$ cat src/hw/emi_pkg.sv
package emi_pkg;
   // host port address width and data width
   localparam int          HOST_AW        = 8;
   localparam int          HOST_DW        = 8;
   // host-visible register indices
   localparam logic [7:0]  MNG_CTL_LO_IDX = 8'h00;
   localparam logic [7:0]  MNG_CTL_HI_IDX = 8'h01;
   localparam logic [7:0]  MNG_DAT_LO_IDX = 8'h02;
   localparam logic [7:0]  MNG_DAT_HI_IDX = 8'h03;
   // management control field positions (16-bit view)
   localparam int          CMD_FIN_BIT    = 14;
   localparam int          RW_BIT         = 13;
   localparam int          PHY_ADDR_MSB   = 12;
   localparam int          PHY_ADDR_LSB   = 8;
   localparam int          REG_ADDR_MSB   = 4;
   localparam int          REG_ADDR_LSB   = 0;
   localparam logic [15:0] MNG_CTL_RST    = 16'h0000;
   localparam logic [15:0] MNG_DAT_RST    = 16'h0000;
   // management clock divider (half period in core cycles)
   localparam logic [7:0]  MDC_HALF       = 8'h14;
   // management frame: 32 preamble + 14 header + 2 turn + 16 data
   localparam logic [6:0]  MF_LEN         = 7'h40;
   localparam logic [6:0]  MF_ADDR_END    = 7'h2e;
   // statistics vector width
   localparam int          TX_STAT_W      = 16;
   typedef enum logic [1:0] {
      TX_IDLE = 2'b00,
      TX_SEND = 2'b01,
      TX_DONE = 2'b10,
      TX_ABRT = 2'b11
   } emi_tx_state_t;
endpackage

$ cat src/hw/emi_mac_if.sv
`timescale 1ns/1ps
// Functional notes
// flag rx frame error to application when delivered frame had errors
// on rx fifo overflow stop writing the current frame
// raise rx fifo error on overflow, valid with rx end-of-frame
// application raises frame-available when a full frame waits
// after frame-available read and send bytes until tx end-of-frame
// pulse tx statistics strobe with statistics vector after a frame
// pulse tx done when a frame was sent successfully
// drained together with end-of-frame on last byte: valid frame, done
// drained mid-frame: stop reading, abandon, pulse discard indication
// host write with cs, write low; device answers ready low
// host read with cs, read low; ready and output enable low, data
// management write keeps enable high and shifts every bit out
// management read drives enable only during address, then releases
// gmii tx data and enable driven on the tx clock
// gmii tx error raised while sending an errored frame
// gmii rx data and enable sampled on rising rx clock edge
// gmii rx error marks the received frame as errored
// fast mode uses reference clocks for tx and rx clocking
// ignore control writes while busy; command-finished low while busy
// phy and register address shifted msb first, five bits each
// application strobes are single-cycle and registered
module emi_mac_if (
   input  wire logic                            core_clk_in,
   input  wire logic                            rst_in,
   // rx application side
   input  wire logic                            rx_fifo_full_in,
   output logic                                 rx_fifo_wr_out,
   output logic [7:0]                           rx_data_out,
   output logic                                 rx_eof_out,
   output logic                                 rx_error_out,
   output logic                                 rx_fifo_error_out,
   // tx application side
   input  wire logic                            tx_fifo_avail_in,
   input  wire logic [7:0]                      tx_fifo_data_in,
   input  wire logic                            tx_fifo_eof_in,
   input  wire logic                            tx_buffer_drained_in,
   input  wire logic                            tx_frame_bad_in,
   output logic                                 tx_fifo_rd_out,
   output logic                                 tx_done_out,
   output logic                                 tx_discard_out,
   output logic                                 tx_stat_en_out,
   output logic [emi_pkg::TX_STAT_W-1:0]        tx_stat_vec_out,
   // host port
   input  wire logic                            host_cs_n_in,
   input  wire logic                            host_wr_n_in,
   input  wire logic                            host_rd_n_in,
   input  wire logic [emi_pkg::HOST_AW-1:0]     host_addr_in,
   input  wire logic [emi_pkg::HOST_DW-1:0]     host_wdata_in,
   output logic                                 host_ready_n_out,
   output logic                                 host_rdata_oe_n_out,
   output logic [emi_pkg::HOST_DW-1:0]          host_rdata_out,
   // management serial port
   output logic                                 mng_clk_out,
   output logic                                 mng_do_out,
   output logic                                 mng_oe_out,
   input  wire logic                            mng_di_in,
   // gmii, transmit and receive clocked by core clock (reference clocks)
   output logic [7:0]                           gmii_txd_out,
   output logic                                 gmii_tx_en_out,
   output logic                                 gmii_tx_er_out,
   input  wire logic [7:0]                      gmii_rxd_in,
   input  wire logic                            gmii_rx_dv_in,
   input  wire logic                            gmii_rx_er_in
);
   import emi_pkg::*;

   typedef struct packed {
      // rx
      logic [7:0]  rxd_s1;
      logic        rxdv_s1;
      logic        rxer_s1;
      logic [7:0]  rxd_s2;
      logic        rxdv_s2;
      logic        rxer_s2;
      logic        rx_in_frame;
      logic        rx_err_acc;
      logic        rx_ovf_acc;
      logic        rx_wr;
      logic [7:0]  rx_data;
      logic        rx_eof;
      logic        rx_error;
      logic        rx_fifo_error;
      // tx
      emi_tx_state_t tx_state;
      logic        tx_rd;
      logic [7:0]  txd;
      logic        tx_en;
      logic        tx_er;
      logic        tx_bad;
      logic [15:0] tx_count;
      logic        tx_done;
      logic        tx_discard;
      logic        tx_stat_en;
      logic [15:0] tx_stat_vec;
      // host
      logic [2:0]  hs_cs;
      logic [2:0]  hs_wr;
      logic [2:0]  hs_rd;
      logic [15:0] hs_ad1;
      logic [15:0] hs_ad2;
      logic        h_ready_n;
      logic        h_oe_n;
      logic [7:0]  h_rdata;
      // management
      logic [15:0] mng_ctl;
      logic [15:0] mng_dat;
      logic        mng_busy;
      logic [7:0]  mdc_div;
      logic        mdc;
      logic [6:0]  mbit;
      logic [63:0] mshift;
      logic        mdi_s1;
      logic        mdi_s2;
   } emi_state_t;

   emi_state_t st_reg;
   emi_state_t st_next;

   // *************************************************************
   // register read decode
   // *************************************************************
   function automatic logic [7:0] reg_read(input logic [7:0] idx,
                                           input logic [15:0] ctl,
                                           input logic [15:0] dat);
      logic [7:0] r;
      r = 8'h00;
      case (idx)
         MNG_CTL_LO_IDX: r = ctl[7:0];
         MNG_CTL_HI_IDX: r = ctl[15:8];
         MNG_DAT_LO_IDX: r = dat[7:0];
         MNG_DAT_HI_IDX: r = dat[15:8];
         default:        r = 8'h00;
      endcase
      return r;
   endfunction

   always_comb begin
      logic        h_wr_act;
      logic        h_rd_act;
      logic        mdc_rise;
      logic        mdc_fall;
      logic [15:0] ctl_wr;
      h_wr_act = 1'b0;
      h_rd_act = 1'b0;
      mdc_rise = 1'b0;
      mdc_fall = 1'b0;
      ctl_wr   = 16'h0000;
      st_next  = st_reg;

      // ***********************************************************
      // receive path
      // ***********************************************************
      st_next.rxd_s1  = gmii_rxd_in;
      st_next.rxdv_s1 = gmii_rx_dv_in;
      st_next.rxer_s1 = gmii_rx_er_in;
      st_next.rxd_s2  = st_reg.rxd_s1;
      st_next.rxdv_s2 = st_reg.rxdv_s1;
      st_next.rxer_s2 = st_reg.rxer_s1;
      st_next.rx_wr         = 1'b0;
      st_next.rx_eof        = 1'b0;
      st_next.rx_error      = 1'b0;
      st_next.rx_fifo_error = 1'b0;
      if (st_reg.rxdv_s2) begin
         st_next.rx_in_frame = 1'b1;
         if (st_reg.rxer_s2) begin
            st_next.rx_err_acc = 1'b1;
         end
         if (rx_fifo_full_in || st_reg.rx_ovf_acc) begin
            st_next.rx_ovf_acc = 1'b1;
         end else begin
            st_next.rx_wr   = 1'b1;
            st_next.rx_data = st_reg.rxd_s2;
         end
      end else if (st_reg.rx_in_frame) begin
         // end of frame marker, with flags qualified alongside
         st_next.rx_in_frame   = 1'b0;
         st_next.rx_eof        = 1'b1;
         st_next.rx_error      = st_reg.rx_err_acc;
         st_next.rx_fifo_error = st_reg.rx_ovf_acc;
         st_next.rx_err_acc    = 1'b0;
         st_next.rx_ovf_acc    = 1'b0;
      end

      // ***********************************************************
      // transmit path
      // ***********************************************************
      st_next.tx_rd      = 1'b0;
      st_next.tx_done    = 1'b0;
      st_next.tx_discard = 1'b0;
      st_next.tx_stat_en = 1'b0;
      case (st_reg.tx_state)
         TX_IDLE: begin
            st_next.tx_en = 1'b0;
            st_next.tx_er = 1'b0;
            if (tx_fifo_avail_in && !tx_buffer_drained_in) begin
               st_next.tx_state = TX_SEND;
               st_next.tx_rd    = 1'b1;
               st_next.tx_count = 16'h0000;
               st_next.tx_bad   = 1'b0;
            end
         end
         TX_SEND: begin
            // byte requested last cycle is on the data input now
            st_next.txd      = tx_fifo_data_in;
            st_next.tx_en    = 1'b1;
            st_next.tx_er    = tx_frame_bad_in;
            st_next.tx_bad   = st_reg.tx_bad | tx_frame_bad_in;
            st_next.tx_count = st_reg.tx_count + 16'h0001;
            if (tx_fifo_eof_in) begin
               st_next.tx_state = TX_DONE;
            end else if (tx_buffer_drained_in) begin
               st_next.tx_state = TX_ABRT;
               st_next.tx_en    = 1'b0;
               st_next.tx_er    = 1'b0;
            end else begin
               st_next.tx_rd = 1'b1;
            end
         end
         TX_DONE: begin
            st_next.tx_en       = 1'b0;
            st_next.tx_er       = 1'b0;
            st_next.tx_done     = !st_reg.tx_bad;
            st_next.tx_stat_en  = 1'b1;
            st_next.tx_stat_vec = st_reg.tx_count;
            st_next.tx_state    = TX_IDLE;
         end
         TX_ABRT: begin
            st_next.tx_er      = 1'b0;
            st_next.tx_discard = 1'b1;
            st_next.tx_state   = TX_IDLE;
         end
         default: st_next.tx_state = TX_IDLE;
      endcase

      // ***********************************************************
      // host port
      // ***********************************************************
      st_next.hs_cs = {st_reg.hs_cs[1:0], ~host_cs_n_in};
      st_next.hs_wr = {st_reg.hs_wr[1:0], ~host_wr_n_in};
      st_next.hs_rd = {st_reg.hs_rd[1:0], ~host_rd_n_in};
      st_next.hs_ad1 = {host_addr_in, host_wdata_in};
      st_next.hs_ad2 = st_reg.hs_ad1;
      if (st_reg.hs_cs[1] && st_reg.hs_wr[1] && !st_reg.hs_wr[2]) begin
         h_wr_act = 1'b1;
      end
      if (st_reg.hs_cs[1] && st_reg.hs_rd[1] && !st_reg.hs_rd[2]) begin
         h_rd_act = 1'b1;
      end
      if (!st_reg.hs_cs[1]) begin
         st_next.h_ready_n = 1'b1;
         st_next.h_oe_n    = 1'b1;
      end
      if (h_wr_act) begin
         st_next.h_ready_n = 1'b0;
         ctl_wr = st_reg.mng_ctl;
         case (st_reg.hs_ad2[15:8])
            MNG_CTL_LO_IDX: ctl_wr[7:0]  = st_reg.hs_ad2[7:0];
            MNG_CTL_HI_IDX: ctl_wr[15:8] = st_reg.hs_ad2[7:0];
            MNG_DAT_LO_IDX: st_next.mng_dat[7:0]  = st_reg.hs_ad2[7:0];
            MNG_DAT_HI_IDX: st_next.mng_dat[15:8] = st_reg.hs_ad2[7:0];
            default: ;
         endcase
         if (!st_reg.mng_busy && (st_reg.hs_ad2[15:8] == MNG_CTL_LO_IDX ||
                                  st_reg.hs_ad2[15:8] == MNG_CTL_HI_IDX)) begin
            st_next.mng_ctl = ctl_wr;
            st_next.mng_ctl[CMD_FIN_BIT] = 1'b0;
            st_next.mng_ctl[15] = 1'b0;
            st_next.mng_ctl[7:5] = 3'b000;
            // a write to the upper byte launches the transfer
            if (st_reg.hs_ad2[15:8] == MNG_CTL_HI_IDX) begin
               st_next.mng_busy = 1'b1;
               st_next.mbit     = 7'h00;
               st_next.mshift   = {32'hffffffff, 2'b01,
                  ctl_wr[RW_BIT] ? 2'b01 : 2'b10,
                  ctl_wr[PHY_ADDR_MSB:PHY_ADDR_LSB],
                  ctl_wr[REG_ADDR_MSB:REG_ADDR_LSB],
                  2'b10, st_reg.mng_dat};
            end
         end
      end
      if (h_rd_act) begin
         st_next.h_ready_n = 1'b0;
         st_next.h_oe_n    = 1'b0;
         st_next.h_rdata   = reg_read(st_reg.hs_ad2[15:8], st_reg.mng_ctl,
                                      st_reg.mng_dat);
      end

      // ***********************************************************
      // management serial engine
      // ***********************************************************
      st_next.mdi_s1 = mng_di_in;
      st_next.mdi_s2 = st_reg.mdi_s1;
      if (st_reg.mng_busy) begin
         st_next.mng_ctl[CMD_FIN_BIT] = 1'b0;
         if (st_reg.mdc_div == MDC_HALF - 8'h01) begin
            st_next.mdc_div = 8'h00;
            st_next.mdc     = ~st_reg.mdc;
            mdc_rise = ~st_reg.mdc;
            mdc_fall = st_reg.mdc;
         end else begin
            st_next.mdc_div = st_reg.mdc_div + 8'h01;
         end
         if (mdc_fall && st_reg.mbit != 7'h00) begin
            st_next.mshift = {st_reg.mshift[62:0], 1'b0};
         end
         if (mdc_rise) begin
            if (!st_reg.mng_ctl[RW_BIT] &&
                st_reg.mbit > MF_ADDR_END + 7'h01) begin
               st_next.mng_dat = {st_reg.mng_dat[14:0], st_reg.mdi_s2};
            end
            st_next.mbit = st_reg.mbit + 7'h01;
         end
         // finish on the fall after the last bit was clocked
         if (mdc_fall && st_reg.mbit == MF_LEN) begin
            st_next.mng_busy = 1'b0;
            st_next.mng_ctl[CMD_FIN_BIT] = 1'b1;
         end
      end else begin
         st_next.mdc_div = 8'h00;
         st_next.mdc     = 1'b0;
      end

      if (rst_in) begin
         st_next = '0;
         st_next.tx_state  = TX_IDLE;
         st_next.h_ready_n = 1'b1;
         st_next.h_oe_n    = 1'b1;
         st_next.mng_ctl   = MNG_CTL_RST;
         st_next.mng_dat   = MNG_DAT_RST;
      end
   end

   always_ff @(posedge core_clk_in) begin
      st_reg <= st_next;
   end

   // *************************************************************
   // outputs
   // *************************************************************
   assign rx_fifo_wr_out      = st_reg.rx_wr;
   assign rx_data_out         = st_reg.rx_data;
   assign rx_eof_out          = st_reg.rx_eof;
   assign rx_error_out        = st_reg.rx_error;
   assign rx_fifo_error_out   = st_reg.rx_fifo_error;
   assign tx_fifo_rd_out      = st_reg.tx_rd;
   assign tx_done_out         = st_reg.tx_done;
   assign tx_discard_out      = st_reg.tx_discard;
   assign tx_stat_en_out      = st_reg.tx_stat_en;
   assign tx_stat_vec_out     = st_reg.tx_stat_vec;
   assign host_ready_n_out    = st_reg.h_ready_n;
   assign host_rdata_oe_n_out = st_reg.h_oe_n;
   assign host_rdata_out      = st_reg.h_rdata;
   assign mng_clk_out         = st_reg.mdc;
   assign mng_do_out          = st_reg.mng_busy & st_reg.mshift[63];
   // read frames release the line after the address field
   assign mng_oe_out          = st_reg.mng_busy &
      (st_reg.mng_ctl[RW_BIT] || st_reg.mbit <= MF_ADDR_END);
   assign gmii_txd_out        = st_reg.txd;
   assign gmii_tx_en_out      = st_reg.tx_en;
   assign gmii_tx_er_out      = st_reg.tx_er;
endmodule

$ cat config.mk
export PLATFORM = sky130hd
export DESIGN_NAME = emi_mac_if
export DESIGN_NICKNAME = d
export VERILOG_FILES = /design/src/hw/emi_pkg.sv /design/src/hw/emi_mac_if.sv
export SDC_FILE = /design/constraint.sdc
export NUM_CORES = 1
export LEC_CHECK = 0
export BUFFER_PORTS_ARGS = -buffer_cell sky130_fd_sc_hd__buf_2
export CORE_ASPECT_RATIO = 0.7
export CORE_MARGIN = 2
export CORE_UTILIZATION = 50
export CTS_CLUSTER_SIZE = 12
export DETAILED_ROUTE_END_ITERATION = 12
export GPL_ROUTABILITY_DRIVEN = 1
export GPL_TIMING_DRIVEN = 1
export PLACE_DENSITY = 0.72
export RECOVER_POWER = 25
export SLEW_MARGIN = 0
export SYNTH_ARGS = -nofsm -noshare
export SYNTH_HDL_FRONTEND = slang
export SYNTH_SLANG_ARGS = --single-unit
export TNS_END_PERCENT = 20
$ cat constraint.sdc
create_clock -name core_clk_in -period 1.7 [get_ports core_clk_in]
set_input_delay 0.17 -clock core_clk_in [delete_from_list [all_inputs] [get_ports core_clk_in]]
set_output_delay 0.17 -clock core_clk_in [all_outputs]
set_load 0.01 [all_outputs]
==> impl_metrics.csv, run 1 <==
group,metric,value,unit
timing,slew_headroom,26.1,%
layout,syn2layout_area_growth,26.3,%
synthesis,yosysTopAreaCellShare,52.1,%
synthesis,synth.yosys.seq_area_share,52.1,%
critical_path,crit_path_max_fanout,2,
min_path,hold_path_class,"in2reg",
timing,hold_viol,0,
drt,vias,7248,
clocking,tritoncts,"yes",
critical_path,startpoint_type,"register",
run,cap_violations,0,
placement,gp_congestion,0.795,
placement,dpl.cell_count,1282,
drt,drc,0,
placement,hpwl,12.8,mm
critical_path,cp_cell_sequence,"buf_6 -> ha_4 -> inv_2 -> a31o_4 -> a21oi_2 -> o21a_1 -> buf_2",
timing,drv_slew,0,
power_and_ir_drop,p_total,11.2,mW
drt,drt-vias-per-instance,5.29,
global_routing,grt_pass1_wl,34.1,mm
synthesis,syn-num-nets,1042,
critical_path,cp-startpoint,"st_reg[67]$_SDFF_PP0_",
drt,totalWireLength,21.3,mm
global_routing,grt_pass1_vias,6814,
floorplanning,core-area,0.0182,sq mm
timing,rsz0062_at_grt,"yes",
floorplanning,initial_core_util,51.7,%
synthesis,avgSynthCellArea,9.54,sq um
synthesis,ys_top_cells_by_area,"dfxtp_1, mux2i_1, nor2_1",
clocking,cts_buffer_depth,3,
floorplanning,dieArea,0.0200,sq mm
critical_path,worstPathArrival,1.68,ns
drt,wl_per_cell,15.6,um
timing,fin_hold_ws,0.0281,ns
layout,largest_register_ffs,192,
drt,antenna_left,0,
clocking,cts_made_buffers,24,
min_path,hold_start,"tx_fifo_eof_in",
power_and_ir_drop,peakVddDrop,0.000735,V
synthesis,ys_ff_latch,245,
layout,nFillCells,1385,
critical_path,end_kind,"primary output",
critical_path,cp_slowest_stage_delay,0.34,ns
synthesis,synth_edf_count,0,
placement,numPortBuffers,99,
global_routing,grt_max_degree,58,
global_routing,grt_overflow_total,0,
global_routing,grt_busiest_layer,"met2",
clocking,clk_pin_slew,0.06,ns
global_routing,grt_use_total,20.5,%
global_routing,antenna_found_initial,0,
timing,post-route-period-util,109,%
floorplanning,num_rows,41,
floorplanning,io_pins,100,
layout,n_antenna_cell,0,
synthesis,synth_area_leader_cell,"dfxtp_1",
synthesis,netlist_area,0.00942,sq mm
timing,period_needed,1.85,ns
timing,max_freq,540,MHz
synthesis,synth_cell_types,55,
synthesis,syn_inst,987,
critical_path,rr_startpoint,"st_reg[75]$_SDFF_PP0_",
layout,final_layout_size_suffix_gt1_share,25.8,%
timing,fin_worst_skew,0.00742,ns
drt,first_pass_iters,4,
outcome,status,"complete, but fails checks",
global_routing,use_met2,31.4,%
critical_path,critPathKind,"reg2out",
power_and_ir_drop,p_per_area,938,mW/mm^2
outcome,violations,"setup timing",
timing,setup_ws,-0.151,ns
synthesis,synthArstFlopShare,0,%
timing,tightest_slew,1.11,ns
global_routing,grtUsageMet3,3.99,%
power_and_ir_drop,leakagePower,5.04,nW
synthesis,ys_warn_count,0,
layout,final_cells,1370,
clocking,clock_latency,0.51,ns
critical_path,cp.required,1.53,ns
critical_path,cp_slowest_cell,"dfxtp_2",
floorplanning,fp.dieH,119,um
floorplanning,die_w,168,um
clocking,ctsHtreeMaxLevel,1,
timing,final-setup-viol-count,86,
layout,fin_nets,1186,
clocking,root_buffer,"clkbuf_16",
global_routing,grtUsageMet1,30.0,%
synthesis,yosys_most_used_dff,"dfxtp_1",
drt,drtIter0Drc,548,
clocking,cts.sinks,245,
[metal layers]
metal | share of wire, % | vias to the layer above | wire (um)
met4 | 1.8 | 0 | 393
met3 | 5.7 | 31 | 1210
met5 | 0 | - | 0
met1 | 48 | 3419 | 10300
met2 | 44 | 183 | 9380
li1 | - | 3615 | -
[cell type report]
cell class	count	area, sq um	area share (%)
Multi-Input combinational cell	626	4240	35.7
Sequential cell	245	4920	41.3
Clock buffer	28	647	5.44
Inverter	14	52.6	0.442
Clock inverter	1	5.00	0.0421
Timing Repair Buffer	220	1740	14.6
Tap cell	236	295	2.48
[worst paths after layout]
check             cells past startpoint                        to  slack [ns]
setup reg to reg                      7     st_reg[71]$_SDFF_PP0_       -0.15
setup / recovery                      7                mng_oe_out       -0.15
hold / removal                        3  st_reg[213]$_SDFFE_PP0P_        0.03
hold reg to reg                       1    tx_done_out$_SDFF_PP0_        0.42
[synthesized netlist by cell type (all sizes together), types with 5 or more instances]
cell,count
clkbuf,36
ha,10
a211oi,30
buf,66
inv,14
dfxtp,245
xnor2,10
nand4,10
or3,7
nand2,43
a21oi,39
xor2,10
mux2i,68
mux4,5
nand3,11
nor2b,68
nor2,141
o21ai,13
o21bai,14
nor3,84
a31oi,8
a22oi,9
[layout by cell type, fill, tap and decap left out, types with 17 or more instances in the layout]
cell type	instances
nor2b_1	67
nand2_1	40
mux2i_1	68
a21oi_1	36
nor2_1	123
dlygate4sd3_1	42
a211oi_2	17
buf_4	55
nor3_1	81
buf_2	97
dfxtp_1	236
clkbuf_16	28
[through the flow]
| stage | area (sq um) | util [%] | setup TNS [ns] | setup slack [ns] |
|---|---|---|---|---|
| after floorplan | 9450 | - | -1.87 | -0.0474 |
| after global placement | 10300 | 56.4 | -3.08 | -0.149 |
| after detailed placement | 10300 | 56.4 | -5.83 | -0.242 |
| after CTS | 11600 | 63.6 | -3.21 | -0.167 |
| after global routing | 11900 | 65.3 | -15.21 | -0.239 |
| final | 11900 | 65.3 | -5.39 | -0.151 |
[cells by family (layout without fill, tap and decap cells)]
logic type               after synthesis  in the layout  synth area share, %
flip-flops                           245            245                 52.1
AO/OA/AOI/OAI                        125            125                 8.65
multiplexers                          75             75                 8.66
adder cells (fa/ha/maj)               10             10                 1.33
AND/OR/NAND/NOR                      396            396                 20.9
XOR/XNOR                              20             20                 1.86
buffers and inverters                116            263                 6.55
[repair_timing]
action | in CTS | in global routing
gates cloned | 2 | 5
buffers inserted | 7 | 4
hold buffers | 42 | 0
pin swaps | 37 | 26
hold endpoints to repair | 42 | 0
endpoints found under the setup margin | 98 | 103
gates resized for setup | 36 | 54
[critical path: cells and delay by family (launching register included)]
kind / cells / cell delay [ns]
flip-flops: 1 / 0.34
buffers and inverters: 3 / 0.26
AO/OA/AOI/OAI: 3 / 0.44
adder cells (fa/ha/maj): 1 / 0.12
[where the power goes]
group | internal [mW] | switching (mW) | total [mW]
logic | 0.301 | 0.308 | 0.609
clock network | 2.64 | 2.02 | 4.66
registers | 5.85 | 0.0484 | 5.89
total | 8.79 | 2.37 | 11.2
Note: power is estimated with default switching activity, not from simulation.
==> inputs of run 2 (changes only) <==
Settings changed: CORE_UTILIZATION 50 to 53, PLACE_DENSITY 0.72 to 0.76.
==> run 2 against run 1 <==
Effect of this change: highest routed layer unchanged; total power grew 0.74%; clock skew grew 0.0018 ns; routed wire length grew 16%; final cell count grew 1.5%; utilization grew 6.8 points; sequential power is essentially flat; maximum frequency shrank 1.7%; non-clock buffer count grew 24; register-to-register slack lost 0.03 ns; sequential share of layout area shrank 1.8 points; the run still ends with setup timing left; setup slack lost 0.032 ns; clock-buffer cell count grew 1; largest power group unchanged; critical path type is now reg2reg.
==> impl_metrics.csv, run 2 (synthesis results as in run 1) <==
group,metric,value,unit
outcome,status,"complete, but fails checks",
outcome,violations,"setup timing",
global_routing,antenna_found_initial,0,
power_and_ir_drop,leakagePower,5.26,nW
critical_path,critPathKind,"reg2reg",
placement,numPortBuffers,99,
floorplanning,die_w,163,um
clocking,ctsHtreeMaxLevel,1,
critical_path,cp_slowest_cell,"nor4b_4",
timing,hold_viol,0,
global_routing,grt_pass1_vias,7394,
power_and_ir_drop,peakVddDrop,0.000873,V
critical_path,cp.required,2.05,ns
placement,post-place-ws,-0.153,ns
clocking,root_buffer,"clkbuf_16",
power_and_ir_drop,p_comb_share,6.1,%
floorplanning,num_rows,40,
power_and_ir_drop,p_total,11.2,mW
layout,largest_register_ffs,192,
drt,wl_per_cell,17.8,um
clocking,clock_latency,0.52,ns
power_and_ir_drop,p_int,8.80,mW
timing,post-route-period-util,111,%
layout,final_util,72.1,%
clocking,cts_buffer_depth,3,
timing,drv_slew,0,
timing,rsz0062_at_grt,"yes",
timing,setup_ws,-0.183,ns
critical_path,crit_buf_inv,2,
clocking,cts_made_buffers,24,
clocking,clk_pin_slew,0.06,ns
drt,drtIter0Drc,652,
floorplanning,fp.dieH,116,um
floorplanning,dieArea,0.0189,sq mm
placement,hpwl,13.0,mm
timing,fin_worst_skew,0.00927,ns
power_and_ir_drop,p_sw_share,21.8,%
global_routing,grt_max_degree,45,
layout,final_layout_size_suffix_gt1_share,30.6,%
critical_path,end_kind,"register",
critical_path,worstPathArrival,2.23,ns
floorplanning,core-area,0.0173,sq mm
drt,drt-vias-per-instance,5.56,
critical_path,cp_cell_sequence,"nor4b_4 -> buf_4 -> nand4b_4 -> a211o_4 -> buf_12 -> nor2_2 -> a211oi_2",
timing,slew_headroom,33.1,%
global_routing,grt_pass1_wl,37.2,mm
drt,vias,7738,
layout,mostFrequentLayoutCell,"dfxtp_1",
timing,period_needed,1.88,ns
global_routing,grt_use_total,24.4,%
floorplanning,io_pins,100,
min_path,hold_path_class,"in2reg",
drt,antenna_left,0,
timing,final-setup-viol-count,122,
layout,syn2layout_area_growth,32.1,%
layout,layout_common_cells,"dfxtp_1, nor2_1, buf_2",
critical_path,crit_path_max_fanout,16,
power_and_ir_drop,power_switching,2.45,mW
clocking,tritoncts,"yes",
critical_path,cp_slowest_stage_delay,0.36,ns
run,cap_violations,0,
critical_path,startpoint_type,"register",
layout,nFillCells,1149,
floorplanning,initial_core_util,54.6,%
drt,first_pass_iters,6,
critical_path,crit_family,"simple AND/OR/NAND/NOR gates",
power_and_ir_drop,p_seq_share,52.5,%
drt,drc,0,
power_and_ir_drop,p_per_area,903,mW/mm^2
timing,max_freq,531,MHz
clocking,cts.sinks,245,
timing,setup_tns,-9.16,ns
placement,gp_congestion,0.831,
timing,tightest_slew,1.00,ns
global_routing,grt_overflow_total,0,
layout,fin_nets,1211,
drt,totalWireLength,24.8,mm
layout,n_antenna_cell,0,
power_and_ir_drop,p_clk_share,41.5,%
run 2: cell types whose count changed in the layout (fill, tap and decap cells not counted), moves of 4 or more:
cell	delta
a21oi_1	-4
a21oi_2	+4
buf_16	+5
buf_4	+12
buf_6	+4
nor3_1	-24
nor3_2	+13
nor3_4	+11
run 2: per-layer routing:
metal | routed length, um | GRT usage (%)
met5 | 0 | 0
met4 | 763 | 7.55
met3 | 1820 | 4.65
met2 | 11700 | 40.2
met1 | 10500 | 33.0
run 2: cell type report:
cell class / instances / area (sq um) / area share (%)
well taps: 231 / 289 / 2.32
multi-input cells: 627 / 4510 / 36.2
clock buffers: 29 / 641 / 5.15
inverters: 14 / 52.6 / 0.422
flip-flops and latches: 245 / 4920 / 39.5
repair buffers: 244 / 2040 / 16.4
clock inverters: 1 / 5.00 / 0.0402
run 2: path summary, 6_finish.rpt:
path                                                to  slack (ns)  cells after the start                startpoint
worst min-delay path            st_reg[157]$_SDFF_PP0_        0.33                      3              host_rd_n_in
worst min register to register  tx_done_out$_SDFF_PP0_        0.42                      1  st_reg[201]$_SDFFE_PP0P_
worst max-delay path             st_reg[83]$_SDFF_PP0_       -0.18                      7     st_reg[79]$_SDFF_PP0_
worst max register to register   st_reg[83]$_SDFF_PP0_       -0.18                      7     st_reg[79]$_SDFF_PP0_
run 2: worst register-to-register path, stage by stage (launching register included):
cell and delay (ns):
dfxtp_2 0.33, nor4b_4 0.36, buf_4 0.19, nand4b_4 0.12
a211o_4 0.34, buf_12 0.17, nor2_2 0.14, a211oi_2 0.06
run 2: power groups by stage:
| stage | Combinational (mW) | Clock (mW) | Sequential (mW) |
|---|---|---|---|
| floorplan | 0.334 | 0 | 6.01 |
| global placement | 0.522 | 0 | 6.01 |
| detailed placement | 0.529 | 0 | 6.01 |
| CTS | 0.652 | 4.68 | 5.89 |
| global route | 0.733 | 4.96 | 5.91 |
| finish | 0.683 | 4.66 | 5.90 |
run 2: timing repair:
item | in CTS | in global routing
endpoints found under the hold margin | 53 | 0
hold buffers | 44 | 0
cloned | 10 | 3
resized for setup | 68 | 91
endpoints found under the setup margin | 102 | 119
pin swaps | 46 | 36
setup buffers | 20 | 2
run 2: metrics by stage:
stage	hold slack (ns)	instances	area (sq um)
final	0.331	1391	12400
after global routing	0.335	1391	12400
after CTS	0.322	1387	12100
after detailed placement	0.323	1283	10300
after global placement	0.323	1283	10300
after floorplan	0.237	987	9450
==> inputs of run 3 (changes only) <==
Settings changed: CAP_MARGIN set to 10, SETUP_SLACK_MARGIN set to 0.5.
==> run 3 against run 2 <==
Effect of this change: the run still ends with setup timing left; sequential power barely moved; hold slack got worse by 0.30 ns; via count down 3.9%; maximum frequency shrank 0.76%; combinational power up 4.1%; register-to-register slack hardly changed; routed wire length fell by 7.0%; first-iteration DRC count up 0.61%; utilization rose by 0.18 points.
==> impl_metrics.csv, run 3 (synthesis results as in run 1) <==
group,metric,value,unit
outcome,status,"complete, but fails checks",
outcome,violations,"setup timing",
drt,totalWireLength,23.0,mm
floorplanning,num_rows,40,
timing,post-route-period-util,112,%
clocking,root_buffer,"clkbuf_16",
critical_path,crit_family,"simple AND/OR/NAND/NOR gates",
placement,post-place-ws,-0.0997,ns
floorplanning,core-area,0.0173,sq mm
power_and_ir_drop,peakVddDrop,0.000639,V
timing,rsz0062_at_grt,"yes",
clocking,clock_latency,0.51,ns
critical_path,cp_slowest_stage_delay,0.48,ns
power_and_ir_drop,leakagePower,5.26,nW
drt,drc,0,
drt,first_pass_iters,7,
timing,fin_worst_skew,0.00998,ns
clocking,cts.sinks,245,
drt,antenna_left,0,
global_routing,grt_busiest_layer,"met2",
timing,setup_ws,-0.198,ns
placement,numPortBuffers,99,
global_routing,use_met2,36.3,%
drt,drtIter0Drc,656,
timing,drv_slew,0,
drt,drt-vias-per-instance,5.40,
critical_path,startpoint_type,"register",
floorplanning,initial_core_util,54.6,%
layout,fin_nets,1200,
floorplanning,dieArea,0.0189,sq mm
global_routing,grtUsageMet3,3.87,%
critical_path,crit_path_max_fanout,5,
min_path,hold_path_class,"in2reg",
clocking,ctsHtreeMaxLevel,1,
layout,final_layout_size_suffix_gt1_share,30.7,%
clocking,cts_made_buffers,24,
run,cap_violations,0,
critical_path,r2r_slack,-0.20,ns
power_and_ir_drop,p_per_area,905,mW/mm^2
timing,period_needed,1.90,ns
layout,mostFrequentLayoutCell,"dfxtp_1",
global_routing,grt_max_degree,50,
global_routing,grt_use_total,23.0,%
timing,max_freq,527,MHz
global_routing,grt_overflow_total,0,
critical_path,worstPathArrival,2.29,ns
layout,layout_common_cells,"dfxtp_1, nor2_1, buf_2",
timing,final-setup-viol-count,97,
drt,wl_per_cell,16.7,um
clocking,cts_buffer_depth,3,
layout,nFillCells,1158,
placement,hpwl,12.6,mm
layout,largest_register_ffs,192,
floorplanning,fp.dieH,116,um
clocking,clk_pin_slew,0.06,ns
global_routing,antenna_found_initial,0,
clocking,tritoncts,"yes",
power_and_ir_drop,p_total,11.3,mW
timing,hold_viol,0,
critical_path,cp_cell_sequence,"nor4_4 -> nand4b_1 -> buf_4 -> or3_1 -> mux2i_1 -> nor2_1",
timing,slew_headroom,54.5,%
critical_path,critPathKind,"reg2reg",
placement,gp_congestion,0.839,
critical_path,end_kind,"register",
global_routing,grtUsageMet1,33.2,%
critical_path,crit_buf_inv,1,
global_routing,grt_pass1_wl,35.6,mm
timing,setup_tns,-8.04,ns
critical_path,cp_slowest_cell,"or3_1",
critical_path,cp.required,2.09,ns
layout,syn2layout_area_growth,32.5,%
floorplanning,io_pins,100,
global_routing,grt_pass1_vias,6991,
timing,tightest_slew,0.683,ns
floorplanning,die_w,163,um
drt,vias,7440,
layout,n_antenna_cell,0,
-- run 3: per-stage QoR --
stage               area [sq um]  hold WS (ns)  std cells  utilization (%)
floorplan                   9620         0.237        987                -
global placement           10400         0.324       1274             60.1
detailed placement         10400         0.327       1274             60.1
CTS                        12000       0.00949       1369             69.8
global route               12500        0.0748       1379             72.3
finish                     12500        0.0315       1379             72.3
-- run 3: final timing paths --
path                           from                       end  cells past startpoint
max          st_reg[137]$_SDFF_PP0_  st_reg[100]$_SDFFE_PP0P_                      6
min                  tx_fifo_eof_in  st_reg[213]$_SDFFE_PP0P_                      3
max reg2reg  st_reg[137]$_SDFF_PP0_  st_reg[100]$_SDFFE_PP0P_                      6
min reg2reg  st_reg[142]$_SDFF_PP0_    st_reg[126]$_SDFF_PP0_                      1
-- run 3: per-layer routing --
layer	up-vias	wire length [um]
met5	-	0
met4	0	304
met3	32	1390
met2	230	10700
met1	3541	10600
li1	3637	-
-- run 3: repair_timing --
item | in CTS | in global routing
resized for setup | 80 | 72
endpoints found under the hold margin | 53 | 0
buffers inserted | 17 | 8
pin swaps | 62 | 64
gates cloned | 5 | 2
hold buffers | 44 | 0
setup endpoints to repair | 162 | 174
-- run 3: worst register-to-register path, cell delays in order (launching register included) --
cell and delay [ns]:
dfxtp_2 0.32, nor4_4 0.28, nand4b_1 0.16, buf_4 0.18
or3_1 0.48, mux2i_1 0.26, nor2_1 0.09
-- run 3: area by class of cell --
class / count / area, sq um / share of cell area [%]
flip-flops and latches: 245 / 4930 / 39.5
multi-input cells: 626 / 4550 / 36.5
repair buffers: 234 / 2000 / 16.1
clock buffers: 28 / 647 / 5.18
well taps: 231 / 289 / 2.32
inverters: 14 / 55.1 / 0.441
clock inverters: 1 / 5.00 / 0.0401
-- run 3: power by group --
part	total (mW)	leakage [nW]	internal [mW]	switching (mW)
clock	4.68	0.322	2.64	2.04
sequential	5.90	1.99	5.85	0.0520
combinational	0.711	2.95	0.361	0.350
